File: src/hw/n2scd_defines.svh
// Register offsets, field positions, reset values and codes of the slave command decoder.
`ifndef N2SCD_DEFINES_SVH
`define N2SCD_DEFINES_SVH

// ----------------------------------------------------------------------------
// Register offsets
// ----------------------------------------------------------------------------
`define N2SCD_OFF_REQ   12'h000
`define N2SCD_OFF_RESP  12'h004
`define N2SCD_OFF_DATA  12'h008
`define N2SCD_OFF_BOWR  12'h00c
`define N2SCD_OFF_RUNW  12'h010
`define N2SCD_OFF_UNIW  12'h014
`define N2SCD_OFF_FSLO  12'h018
`define N2SCD_OFF_FSHI  12'h01c
`define N2SCD_OFF_GRP   12'h020
`define N2SCD_OFF_PFC   12'h024
`define N2SCD_OFF_STAT  12'h028

// ----------------------------------------------------------------------------
// Field positions
// ----------------------------------------------------------------------------
`define N2SCD_REQ_CMD_LSB    0
`define N2SCD_REQ_SUB_LSB    4
`define N2SCD_REQ_REGION_LSB 8
`define N2SCD_REQ_POINT_LSB  12
`define N2SCD_REQ_ATTR_LSB   20
`define N2SCD_BOWR_VAL_BIT   8
`define N2SCD_RUN_RESET_BIT  15
`define N2SCD_UNI_RELAY_BIT  8

// ----------------------------------------------------------------------------
// Reset values and codes
// ----------------------------------------------------------------------------
`define N2SCD_WORD_RST   16'h0000
`define N2SCD_FSEL_RST   48'h0000_0000_0000
`define N2SCD_ERR_CMD    8'h01
`define N2SCD_ERR_ATTR   8'h11
`define N2SCD_ERR_NONE   8'h00
`define N2SCD_FSEL_LINK  8'h1b
`define N2SCD_AI_PT_MAX  8'h06
`define N2SCD_BI_PT_MAX  8'h11
`define N2SCD_AO_PT_MAX  8'h08
`define N2SCD_BO_PT_MAX  8'h12
`define N2SCD_BO_DP_PT   8'h14
`define N2SCD_BO_RST_PT  8'h0d

`endif

File: src/hw/n2scd_pkg.sv
// Types shared by the slave command decoder modules.
package n2scd_pkg;

  typedef enum logic [1:0] {
    N2SCD_ST_IDLE = 2'b01,
    N2SCD_ST_BUSY = 2'b10
  } n2scd_state_t;

  typedef enum logic [2:0] {
    N2SCD_KIND_NONE       = 3'h0,
    N2SCD_KIND_BYTE       = 3'h1,
    N2SCD_KIND_BYTE_FLOAT = 3'h2,
    N2SCD_KIND_FLOAT      = 3'h3,
    N2SCD_KIND_INT_ZERO   = 3'h4
  } n2scd_kind_t;

  typedef struct packed {
    logic        ack;
    logic [7:0]  err;
    n2scd_kind_t kind;
  } n2scd_resp_t;

endpackage : n2scd_pkg

File: src/hw/n2scd_bo_if.sv
// Carrier between the decoder core and the binary output point map.
`timescale 1ns/10ps
interface n2scd_bo_if;
  logic       wr_en;
  logic [7:0] wr_point;
  logic       wr_value;
  logic [7:0] rd_point;
  logic       rd_bit;

  modport ctrl (output wr_en, output wr_point, output wr_value, output rd_point,
                input rd_bit);
  modport map  (input wr_en, input wr_point, input wr_value, input rd_point,
                output rd_bit);
endinterface : n2scd_bo_if

File: src/hw/n2scd_point_map.sv
// Binary output point map onto the run command and universal output words.
`timescale 1ns/10ps
`include "n2scd_defines.svh"
module n2scd_point_map (
  // Clock and reset
  input  wire logic        ref_clk_in,
  input  wire logic        reset_n_in,
  // Point access
  n2scd_bo_if.map          bo,
  // Terminal function selects, one byte per terminal
  input  wire logic [47:0] function_select_in,
  // Words towards the drive
  output logic      [15:0] run_command_word_out,
  output logic      [15:0] universal_output_word_out,
  output logic      [15:0] universal_output_raw_out,
  output logic             data_protect_setting_out
);

  logic [15:0] run_command_word;
  logic [15:0] universal_output_word;
  logic        data_protect_setting;
  logic [5:0]  term_linked;

  always_ff @(posedge ref_clk_in or negedge reset_n_in) begin
    if (!reset_n_in) begin
      run_command_word <= `N2SCD_WORD_RST;
    end else if (bo.wr_en) begin
      if (bo.wr_point >= 8'h01 && bo.wr_point <= 8'h09) begin
        run_command_word[bo.wr_point[3:0] - 4'h1] <= bo.wr_value;
      end else if (bo.wr_point == `N2SCD_BO_RST_PT) begin
        run_command_word[`N2SCD_RUN_RESET_BIT] <= bo.wr_value;
      end
    end
  end

  always_ff @(posedge ref_clk_in or negedge reset_n_in) begin
    if (!reset_n_in) begin
      universal_output_word <= `N2SCD_WORD_RST;
    end else if (bo.wr_en) begin
      if (bo.wr_point >= 8'h0e && bo.wr_point <= 8'h12) begin
        universal_output_word[bo.wr_point[3:0] - 4'he] <= bo.wr_value;
      end else if (bo.wr_point == 8'h13) begin
        universal_output_word[`N2SCD_UNI_RELAY_BIT] <= bo.wr_value;
      end
    end
  end

  always_ff @(posedge ref_clk_in or negedge reset_n_in) begin
    if (!reset_n_in) begin
      data_protect_setting <= 1'b0;
    end else if (bo.wr_en && bo.wr_point == `N2SCD_BO_DP_PT) begin
      data_protect_setting <= bo.wr_value;
    end
  end

  // A terminal follows the link only while its select holds the link value.
  always_comb begin
    for (int i = 0; i < 6; i++) begin
      term_linked[i] = (function_select_in[i*8 +: 8] == `N2SCD_FSEL_LINK);
    end
  end

  always_comb begin
    bo.rd_bit = 1'b0;
    if (bo.rd_point >= 8'h01 && bo.rd_point <= 8'h09) begin
      bo.rd_bit = run_command_word[bo.rd_point[3:0] - 4'h1];
    end else if (bo.rd_point == `N2SCD_BO_RST_PT) begin
      bo.rd_bit = run_command_word[`N2SCD_RUN_RESET_BIT];
    end else if (bo.rd_point >= 8'h0e && bo.rd_point <= 8'h12) begin
      bo.rd_bit = universal_output_word[bo.rd_point[3:0] - 4'he];
    end else if (bo.rd_point == 8'h13) begin
      bo.rd_bit = universal_output_word[`N2SCD_UNI_RELAY_BIT];
    end else if (bo.rd_point == `N2SCD_BO_DP_PT) begin
      bo.rd_bit = data_protect_setting;
    end
  end

  assign run_command_word_out      = run_command_word;
  assign universal_output_raw_out  = universal_output_word;
  assign data_protect_setting_out  = data_protect_setting;
  assign universal_output_word_out = {7'h00,
                                      universal_output_word[8] & term_linked[5],
                                      3'h0,
                                      universal_output_word[4:0] & term_linked[4:0]};

endmodule : n2scd_point_map

File: src/hw/n2scd_top.sv
// Slave command decoder with APB register access and binary output point map.
//
// Notes on behaviour
// - Supported requests get ACK; others get NAK with error code 01 or 11.
// - Command 0 acknowledges subcommands 0, 4, 5 and 9 and refuses 1 and 8 with 01.
// - Analog input reads on points 0-6 acknowledge attributes 1, 2 and 3.
// - AI attributes 8-12 ACK float, 4-7 and 13-14 NAK 11; BI 0-17 ACK 1-2, NAK 11 on 3-4.
// - BO points 1-9 set run word bits 0-8, 13 sets bit 15, 20 sets data protect.
// - BO points 14-19 set universal bits 0-4 and 8, effective only with select 27.
// - Group codes 0x02 to 0x29 decode, with 0x00, 0x09, 0x0B, 0x0C, 0x13, 0x15, 0x16, 0x1B, 0x1C, 0x1F, 0x21-0x23, 0x26, 0x2A reserved.
// - A response is produced only after a request is received; the host is sole master.
// - BO minimum on, minimum off and max cycles reads ACK with value zero.
`timescale 1ns/10ps
`include "n2scd_defines.svh"
module n2scd_top (
  // Clock and reset
  input  wire logic        ref_clk_in,
  input  wire logic        reset_n_in,
  // APB slave
  input  wire logic        psel_in,
  input  wire logic        penable_in,
  input  wire logic        pwrite_in,
  input  wire logic [11:0] paddr_in,
  input  wire logic [31:0] pwdata_in,
  output logic      [31:0] prdata_out,
  output logic             pready_out,
  output logic             pslverr_out,
  // Drive words
  output logic      [15:0] run_command_word_out,
  output logic      [15:0] universal_output_word_out,
  output logic             data_protect_setting_out,
  // Response event
  output logic             response_ready_out
);

  // --------------------------------------------------------------------------
  // Decoding functions
  // --------------------------------------------------------------------------
  function automatic n2scd_pkg::n2scd_resp_t decode_req(input logic [3:0] cmd,
                                                        input logic [3:0] sub,
                                                        input logic [3:0] region,
                                                        input logic [7:0] pt,
                                                        input logic [7:0] attr);
    n2scd_pkg::n2scd_resp_t r;
    r.ack  = 1'b0;
    r.err  = `N2SCD_ERR_CMD;
    r.kind = n2scd_pkg::N2SCD_KIND_NONE;
    case (cmd)
      4'h0: begin
        case (sub)
          4'h0, 4'h4, 4'h5, 4'h9: r.ack = 1'b1;
          default: r.err = `N2SCD_ERR_CMD;
        endcase
      end
      4'h1: begin
        r.err = `N2SCD_ERR_ATTR;
        case (region)
          4'h1: begin
            if (pt <= `N2SCD_AI_PT_MAX) begin
              case (attr)
                8'h01: r.kind = n2scd_pkg::N2SCD_KIND_BYTE;
                8'h02: r.kind = n2scd_pkg::N2SCD_KIND_BYTE_FLOAT;
                8'h03, 8'h08, 8'h09, 8'h0a, 8'h0b, 8'h0c:
                  r.kind = n2scd_pkg::N2SCD_KIND_FLOAT;
                default: r.kind = n2scd_pkg::N2SCD_KIND_NONE;
              endcase
            end
          end
          4'h2: begin
            if (pt <= `N2SCD_BI_PT_MAX && (attr == 8'h01 || attr == 8'h02)) begin
              r.kind = n2scd_pkg::N2SCD_KIND_BYTE;
            end
          end
          4'h3: begin
            if (pt <= `N2SCD_AO_PT_MAX) begin
              case (attr)
                8'h01, 8'h02: r.kind = n2scd_pkg::N2SCD_KIND_BYTE;
                8'h03:        r.kind = n2scd_pkg::N2SCD_KIND_FLOAT;
                default:      r.kind = n2scd_pkg::N2SCD_KIND_NONE;
              endcase
            end
          end
          4'h4: begin
            if (pt <= `N2SCD_BO_PT_MAX) begin
              case (attr)
                8'h01, 8'h02:        r.kind = n2scd_pkg::N2SCD_KIND_BYTE;
                8'h03, 8'h04, 8'h05: r.kind = n2scd_pkg::N2SCD_KIND_INT_ZERO;
                default:             r.kind = n2scd_pkg::N2SCD_KIND_NONE;
              endcase
            end
          end
          default: r.err = `N2SCD_ERR_CMD;
        endcase
        if (r.kind != n2scd_pkg::N2SCD_KIND_NONE) begin
          r.ack = 1'b1;
        end
      end
      default: r.err = `N2SCD_ERR_CMD;
    endcase
    if (r.ack) begin
      r.err = `N2SCD_ERR_NONE;
    end
    return r;
  endfunction : decode_req

  function automatic logic group_known(input logic [7:0] code);
    logic ok;
    ok = (code >= 8'h02 && code <= 8'h29);
    case (code)
      8'h09, 8'h0b, 8'h0c, 8'h13, 8'h15, 8'h16, 8'h1b, 8'h1c, 8'h1f,
      8'h21, 8'h22, 8'h23, 8'h26: ok = 1'b0;
      default: ok = ok;
    endcase
    return ok;
  endfunction : group_known

  // --------------------------------------------------------------------------
  // State and registers
  // --------------------------------------------------------------------------
  n2scd_pkg::n2scd_state_t state;
  n2scd_pkg::n2scd_resp_t  resp;
  n2scd_bo_if              bo ();
  logic [27:0] req;
  logic        resp_valid;
  logic [7:0]  resp_data;
  logic [47:0] function_select;
  logic [7:0]  group_code;
  logic [15:0] param_code;
  logic [31:0] prdata;
  logic [15:0] uni_raw;
  logic        wr_acc;
  logic        rd_setup;
  logic        rd_acc;
  logic        addr_ok;
  logic        req_take;

  assign wr_acc   = psel_in & penable_in & pwrite_in;
  assign rd_setup = psel_in & ~penable_in & ~pwrite_in;
  assign rd_acc   = psel_in & penable_in & ~pwrite_in;
  assign addr_ok  = (paddr_in[1:0] == 2'h0) && (paddr_in <= `N2SCD_OFF_STAT);
  assign req_take = wr_acc && paddr_in == `N2SCD_OFF_REQ && state == n2scd_pkg::N2SCD_ST_IDLE;

  // --------------------------------------------------------------------------
  // Request sequencing
  // --------------------------------------------------------------------------
  always_ff @(posedge ref_clk_in or negedge reset_n_in) begin
    if (!reset_n_in) begin
      state <= n2scd_pkg::N2SCD_ST_IDLE;
    end else begin
      case (state)
        n2scd_pkg::N2SCD_ST_IDLE: if (req_take) state <= n2scd_pkg::N2SCD_ST_BUSY;
        n2scd_pkg::N2SCD_ST_BUSY: state <= n2scd_pkg::N2SCD_ST_IDLE;
        default:                  state <= n2scd_pkg::N2SCD_ST_IDLE;
      endcase
    end
  end

  always_ff @(posedge ref_clk_in or negedge reset_n_in) begin
    if (!reset_n_in) begin
      req <= 28'h0000000;
    end else if (req_take) begin
      req <= pwdata_in[27:0];
    end
  end

  // A new answer wins over a read that clears the previous one.
  always_ff @(posedge ref_clk_in or negedge reset_n_in) begin
    if (!reset_n_in) begin
      resp       <= '0;
      resp_data  <= 8'h00;
      resp_valid <= 1'b0;
    end else if (state == n2scd_pkg::N2SCD_ST_BUSY) begin
      resp <= decode_req(req[`N2SCD_REQ_CMD_LSB +: 4], req[`N2SCD_REQ_SUB_LSB +: 4],
                         req[`N2SCD_REQ_REGION_LSB +: 4], req[`N2SCD_REQ_POINT_LSB +: 8],
                         req[`N2SCD_REQ_ATTR_LSB +: 8]);
      resp_data  <= (req[`N2SCD_REQ_REGION_LSB +: 4] == 4'h4 &&
                     req[`N2SCD_REQ_ATTR_LSB +: 8] == 8'h02) ? {7'h00, bo.rd_bit}
                                                            : 8'h00;
      resp_valid <= 1'b1;
    end else if (rd_acc && paddr_in == `N2SCD_OFF_RESP) begin
      resp_valid <= 1'b0;
    end
  end

  assign bo.rd_point = req[`N2SCD_REQ_POINT_LSB +: 8];
  assign bo.wr_en    = wr_acc && paddr_in == `N2SCD_OFF_BOWR;
  assign bo.wr_point = pwdata_in[7:0];
  assign bo.wr_value = pwdata_in[`N2SCD_BOWR_VAL_BIT];

  // --------------------------------------------------------------------------
  // Configuration registers
  // --------------------------------------------------------------------------
  always_ff @(posedge ref_clk_in or negedge reset_n_in) begin
    if (!reset_n_in) begin
      function_select <= `N2SCD_FSEL_RST;
    end else if (wr_acc && paddr_in == `N2SCD_OFF_FSLO) begin
      function_select[31:0] <= pwdata_in;
    end else if (wr_acc && paddr_in == `N2SCD_OFF_FSHI) begin
      function_select[47:32] <= pwdata_in[15:0];
    end
  end

  always_ff @(posedge ref_clk_in or negedge reset_n_in) begin
    if (!reset_n_in) begin
      group_code <= 8'h00;
    end else if (wr_acc && paddr_in == `N2SCD_OFF_GRP) begin
      group_code <= pwdata_in[7:0];
    end
  end

  always_ff @(posedge ref_clk_in or negedge reset_n_in) begin
    if (!reset_n_in) begin
      param_code <= 16'h0000;
    end else if (wr_acc && paddr_in == `N2SCD_OFF_PFC) begin
      param_code <= pwdata_in[15:0];
    end
  end

  // --------------------------------------------------------------------------
  // APB read path
  // --------------------------------------------------------------------------
  always_ff @(posedge ref_clk_in or negedge reset_n_in) begin
    if (!reset_n_in) begin
      prdata <= 32'h00000000;
    end else if (rd_setup) begin
      case (paddr_in)
        `N2SCD_OFF_REQ:  prdata <= {4'h0, req};
        `N2SCD_OFF_RESP: prdata <= {13'h0000, resp.kind, resp.err, 5'h00,
                                    resp_valid & ~resp.ack, resp_valid & resp.ack,
                                    resp_valid};
        `N2SCD_OFF_DATA: prdata <= {24'h000000, resp_data};
        `N2SCD_OFF_RUNW: prdata <= {16'h0000, run_command_word_out};
        `N2SCD_OFF_UNIW: prdata <= {uni_raw, universal_output_word_out};
        `N2SCD_OFF_FSLO: prdata <= function_select[31:0];
        `N2SCD_OFF_FSHI: prdata <= {16'h0000, function_select[47:32]};
        `N2SCD_OFF_GRP:  prdata <= {23'h000000, group_known(group_code), group_code};
        `N2SCD_OFF_PFC:  prdata <= {16'h0000, param_code};
        `N2SCD_OFF_STAT: prdata <= {30'h00000000, data_protect_setting_out,
                                    state == n2scd_pkg::N2SCD_ST_BUSY};
        default:         prdata <= 32'h00000000;
      endcase
    end
  end

  assign prdata_out         = prdata;
  assign pready_out         = 1'b1;
  assign pslverr_out        = psel_in & penable_in & ~addr_ok;
  assign response_ready_out = resp_valid;

  // --------------------------------------------------------------------------
  // Point map
  // --------------------------------------------------------------------------
  n2scd_point_map u_point_map (
    .ref_clk_in                (ref_clk_in),
    .reset_n_in                (reset_n_in),
    .bo                        (bo),
    .function_select_in        (function_select),
    .run_command_word_out      (run_command_word_out),
    .universal_output_word_out (universal_output_word_out),
    .universal_output_raw_out  (uni_raw),
    .data_protect_setting_out  (data_protect_setting_out)
  );

endmodule : n2scd_top

File: config.mk
export PLATFORM = sky130hd
export DESIGN_NAME = n2scd_top
export DESIGN_NICKNAME = d
export VERILOG_FILES = /design/src/hw/n2scd_pkg.sv /design/src/hw/n2scd_bo_if.sv /design/src/hw/n2scd_point_map.sv /design/src/hw/n2scd_top.sv
export VERILOG_INCLUDE_DIRS = /design/src /design/src/hw
export SDC_FILE = /design/constraint.sdc
export NUM_CORES = 1
export LEC_CHECK = 0
export BUFFER_PORTS_ARGS = -buffer_cell sky130_fd_sc_hd__buf_4
export CORE_UTILIZATION = 35
export DETAILED_ROUTE_END_ITERATION = 6
export PLACE_DENSITY = 0.54
export SYNTH_ARGS = -nofsm -noshare
export SYNTH_HDL_FRONTEND = slang
export SYNTH_SLANG_ARGS = --single-unit
File: constraint.sdc
create_clock -name ref_clk_in -period 3.31 [get_ports ref_clk_in]
set_input_delay 0.1655 -clock ref_clk_in [delete_from_list [all_inputs] [get_ports ref_clk_in]]
set_output_delay 0.1655 -clock ref_clk_in [all_outputs]
set_load 0.05 [all_outputs]
==> summary.md <==
The post-route setup TNS was 0 ns. Once routing completed, OpenROAD measured the worst setup slack at 0.534 ns. Cells fill 43.3% of the core in the end. TritonCTS built the clock tree. For this design the static power due to leakage is 5.21 nW. Setup violations remaining at the end of the flow were counted as 0.

The clock tree synthesis step divided the H-tree into 4 levels. The startpoint identified for the worst register-to-register timing path is req[13]. The final critical path takes up 83.9% of the cycle.

After detailed routing, the average wire length per cell comes to 22.5 um. Leaving out fill and tap cells, the most frequent cell in the layout is sky130_fd_sc_hd__dfrtp_1. For this block, the routed nets add up to 29.7 mm of wire. Data on the critical path arrives at its endpoint at 3.10 ns. In this run the vertical extent of the chip is 166 um. After synthesis, flip-flops and latches occupy 46.3% of the total area. The final reports fail on DRC. Number of global-route vias before repair: 7531. The logs give 73 for the number of distinct library cells after synthesis and 0 for the final-report hold violation count. The initial utilization of the core area, before any placement, comes to 36.0%. At the end of the flow, the number of nets in the layout was 1036. The flow ran to the end, but the final reports show violations. Area growth from synthesis to layout: 20.4%. The design draws 4.51 mW.

For this run the aggregate overflow at the end of global routing stands at 0. Clock latency on the worst-skew pair, taken at its later pin, is 0.44 ns. The floorplan step defined a core boundary enclosing 26300 um2. The most used flip-flop cell after synthesis was sky130_fd_sc_hd__dfrtp_1. In this run the power density over the cells is 396 nW/um2. At the worst endpoint, the required time is 3.63 ns. Setup repair after global routing left no endpoint under its margin.

The DRC marker count from the first detailed-route iteration came out at 643. The path type of the worst min-delay path is in -> reg. Once the clock tree was built, the setup fixing pass inserted 0 buffers.

The tools report the area of the die as 27700 um2. Measured against its own limit, the worst slew margin works out to 31.9%. For the count of unresolved DRC violations after routing, the log shows 9. Gates resized during post-CTS repair numbered 0. After floorplanning, the core was divided into 59 placement rows.

The run gives 25 as the number of hold-repair buffers added at the cts stage. For the mapped cell area, the log shows 9460 um2. The post-DP HPWL is 21.4 mm, and the fraction of synthesis flops using an asynchronous set or reset pin is 100%. The number of buffers created by CTS is 17.

The synthesized flop and latch total is 175. During I/O placement, the number of pins put on the boundary was 117. In the routed layout, each cell is associated on average with a via count of 5.69.

The kind of end point of the critical path was a register. Entering global routing, the biggest net connects 75 pins. With fillers left out, the area of the finished cells amounts to 11400 um2. Final antenna diode count: 0. Routability-driven placement finished with a final weighted congestion of 0.916. Leaving out fill and tap cells, the most frequent cells in the layout are sky130_fd_sc_hd__dfrtp_1, sky130_fd_sc_hd__buf_4, sky130_fd_sc_hd__mux2_2. The tools report the initial antenna violation count as 0.

The tools report the final count of pins violating max slew as 0. At the pin with the least slew margin, the transition time is 1.02 ns. The synthesized design spends more area on one cell type than any other, namely sky130_fd_sc_hd__dfrtp_1.

The tools report the global-route usage over all layers as 22.3%. The share of cells above drive strength 1 is 31.7%. The worst-case clock skew is 0.00972 ns. The logs give 47.0 mm for the global-route wire length before repair and 0 for the residual antenna-violating net count after detailed routing. The worst register-to-register path has a setup slack of 0.62 ns.

The cell at the root of the clock tree was sky130_fd_sc_hd__clkbuf_16. The run gives 0.263 mV as the maximum vdd drop. The count of buffers added on input and output ports is 105.

Yosys mapped a number of flops with a built-in enable equal to 0. For this block, the via count after detailed routing is 7527. The start point of the critical path is pwdata_in[5]. The worst setup slack before clock tree synthesis is 0.646 ns. The critical setup path kind was in -> reg. The run gives 0 as the number of violations of the max-capacitance limit.

By area the synthesized netlist is led by sky130_fd_sc_hd__dfrtp_1, sky130_fd_sc_hd__mux2_2, sky130_fd_sc_hd__nand2_1. For the finished layout, the period the worst path requires is 2.78 ns. Width of the die: 166 um. The clock drives 175 sinks.

The tools report the fmax as 360 MHz. Once placement finished, the instance area stood at 10600 um2. For this run, the number of Yosys warnings is 0. Critical path startpoint category: an input port. For the filler cell count, the log shows 2554. The launch point of the worst hold path is pwdata_in[7]. The number of cells produced by synthesis came out at 863.

The first detailed-routing pass took 7 iterations. The share of synthesized area in the top cell type comes to 46.0%. After clock tree synthesis, the clock-pin slew on the worst setup and hold paths is 0.08 ns. The clock passes through at most 2 buffers. Of all nets on the critical path, the largest fanout is 10.

The average instance area after synthesis works out to 11.0 um2.
-- final timing paths --
check	endpoint	cells after the start
setup / recovery	u_point_map.universal_output_raw_out[1]	7
max in group asynchronous	req[20]	3
hold / removal	param_code[7]	2
min in group asynchronous	param_code[7]	2
hold reg to reg	prdata_out[9]	1
setup reg to reg	resp_data[0]	6
-- cells in the mapped netlist, types with 10 or more instances --
master	n
sky130_fd_sc_hd__a222oi_1	16
sky130_fd_sc_hd__a21oi_1	11
sky130_fd_sc_hd__nand3b_1	13
sky130_fd_sc_hd__nand2b_1	13
sky130_fd_sc_hd__nand4_1	13
sky130_fd_sc_hd__dfrtp_1	174
sky130_fd_sc_hd__buf_4	13
sky130_fd_sc_hd__nor3_1	17
sky130_fd_sc_hd__mux2_2	115
sky130_fd_sc_hd__nor4_1	15
sky130_fd_sc_hd__nand2_1	85
sky130_fd_sc_hd__nand3_1	16
sky130_fd_sc_hd__o21ai_0	55
sky130_fd_sc_hd__nor2_1	30
sky130_fd_sc_hd__ha_1	13
sky130_fd_sc_hd__clkbuf_1	46
sky130_fd_sc_hd__a22o_1	13
sky130_fd_sc_hd__inv_1	11
sky130_fd_sc_hd__a22oi_1	11
sky130_fd_sc_hd__mux2i_1	10
-- metal layers --
metal	GRT usage [%]	part of all wire, %
met5	0	0
met4	5.56	1.6
met3	2.88	5.8
met2	34.2	45
met1	33.1	48
-- report_power, final --
group / leakage (nW) / switching (mW) / internal, mW / total [mW]
clock: 0.285 / 1.00 / 1.03 / 2.03
combinational: 2.52 / 0.229 / 0.105 / 0.334
sequential: 2.41 / 0.00555 / 2.14 / 2.15
total: 5.21 / 1.23 / 3.28 / 4.51
-- layout make-up --
cell class                      instances  area, um2  share of cell area [%]
Sequential cell                       175       4380                    38.5
Timing Repair Buffer                  154       1230                    10.8
Inverter                               11       41.3                   0.363
Clock buffer                           18        439                    3.86
Multi-Input combinational cell        615       4730                    41.6
Tap cell                              335        419                    3.68
Clock inverter                         14        139                    1.22
-- flip-flops by register name (all words and copies together), names as in the netlist --
name	cells
group_code	8
req	28
resp	6
u_point_map.data_protect_setting_out	1
state	2
response_ready_out	1
u_point_map.run_command_word_out	16
resp_data	1
u_point_map.universal_output_raw_out	16
prdata_out	32
function_select	48
param_code	16
-- stage by stage --
| step | instances | hold slack [ns] |
|---|---|---|
| 6_report | 1322 | 0.0167 |
| 5_1_grt | 1322 | 0.00832 |
| 4_1_cts | 1322 | 0.00607 |
| 3_5_place_dp | 1265 | 0.104 |
| 3_3_place_gp | 1265 | 0.105 |
| 2_1_floorplan | 872 | -0.130 |
-- critical path, cell delays in order --
cell                            delay [ns]
sky130_fd_sc_hd__dlygate4sd3_1        0.54
sky130_fd_sc_hd__buf_4                0.16
sky130_fd_sc_hd__or3_1                0.50
sky130_fd_sc_hd__a2111oi_1            0.59
sky130_fd_sc_hd__nor2_1               0.34
sky130_fd_sc_hd__nor4b_1              0.43
sky130_fd_sc_hd__mux2_2               0.38
-- cell families after synthesis --
logic type	Yosys count	share of synthesized area, %
and+or+nand+nor	278	17.1
DFF	175	46.3
AOI/OAI and AO/OA	160	11.9
muxes	143	18.0
buffers and inverters	82	4.01
adders and majority gates	13	1.72
xor gates and xnor gates	10	0.926
other	2	0.0794
Power figures use the tool's default switching activity.
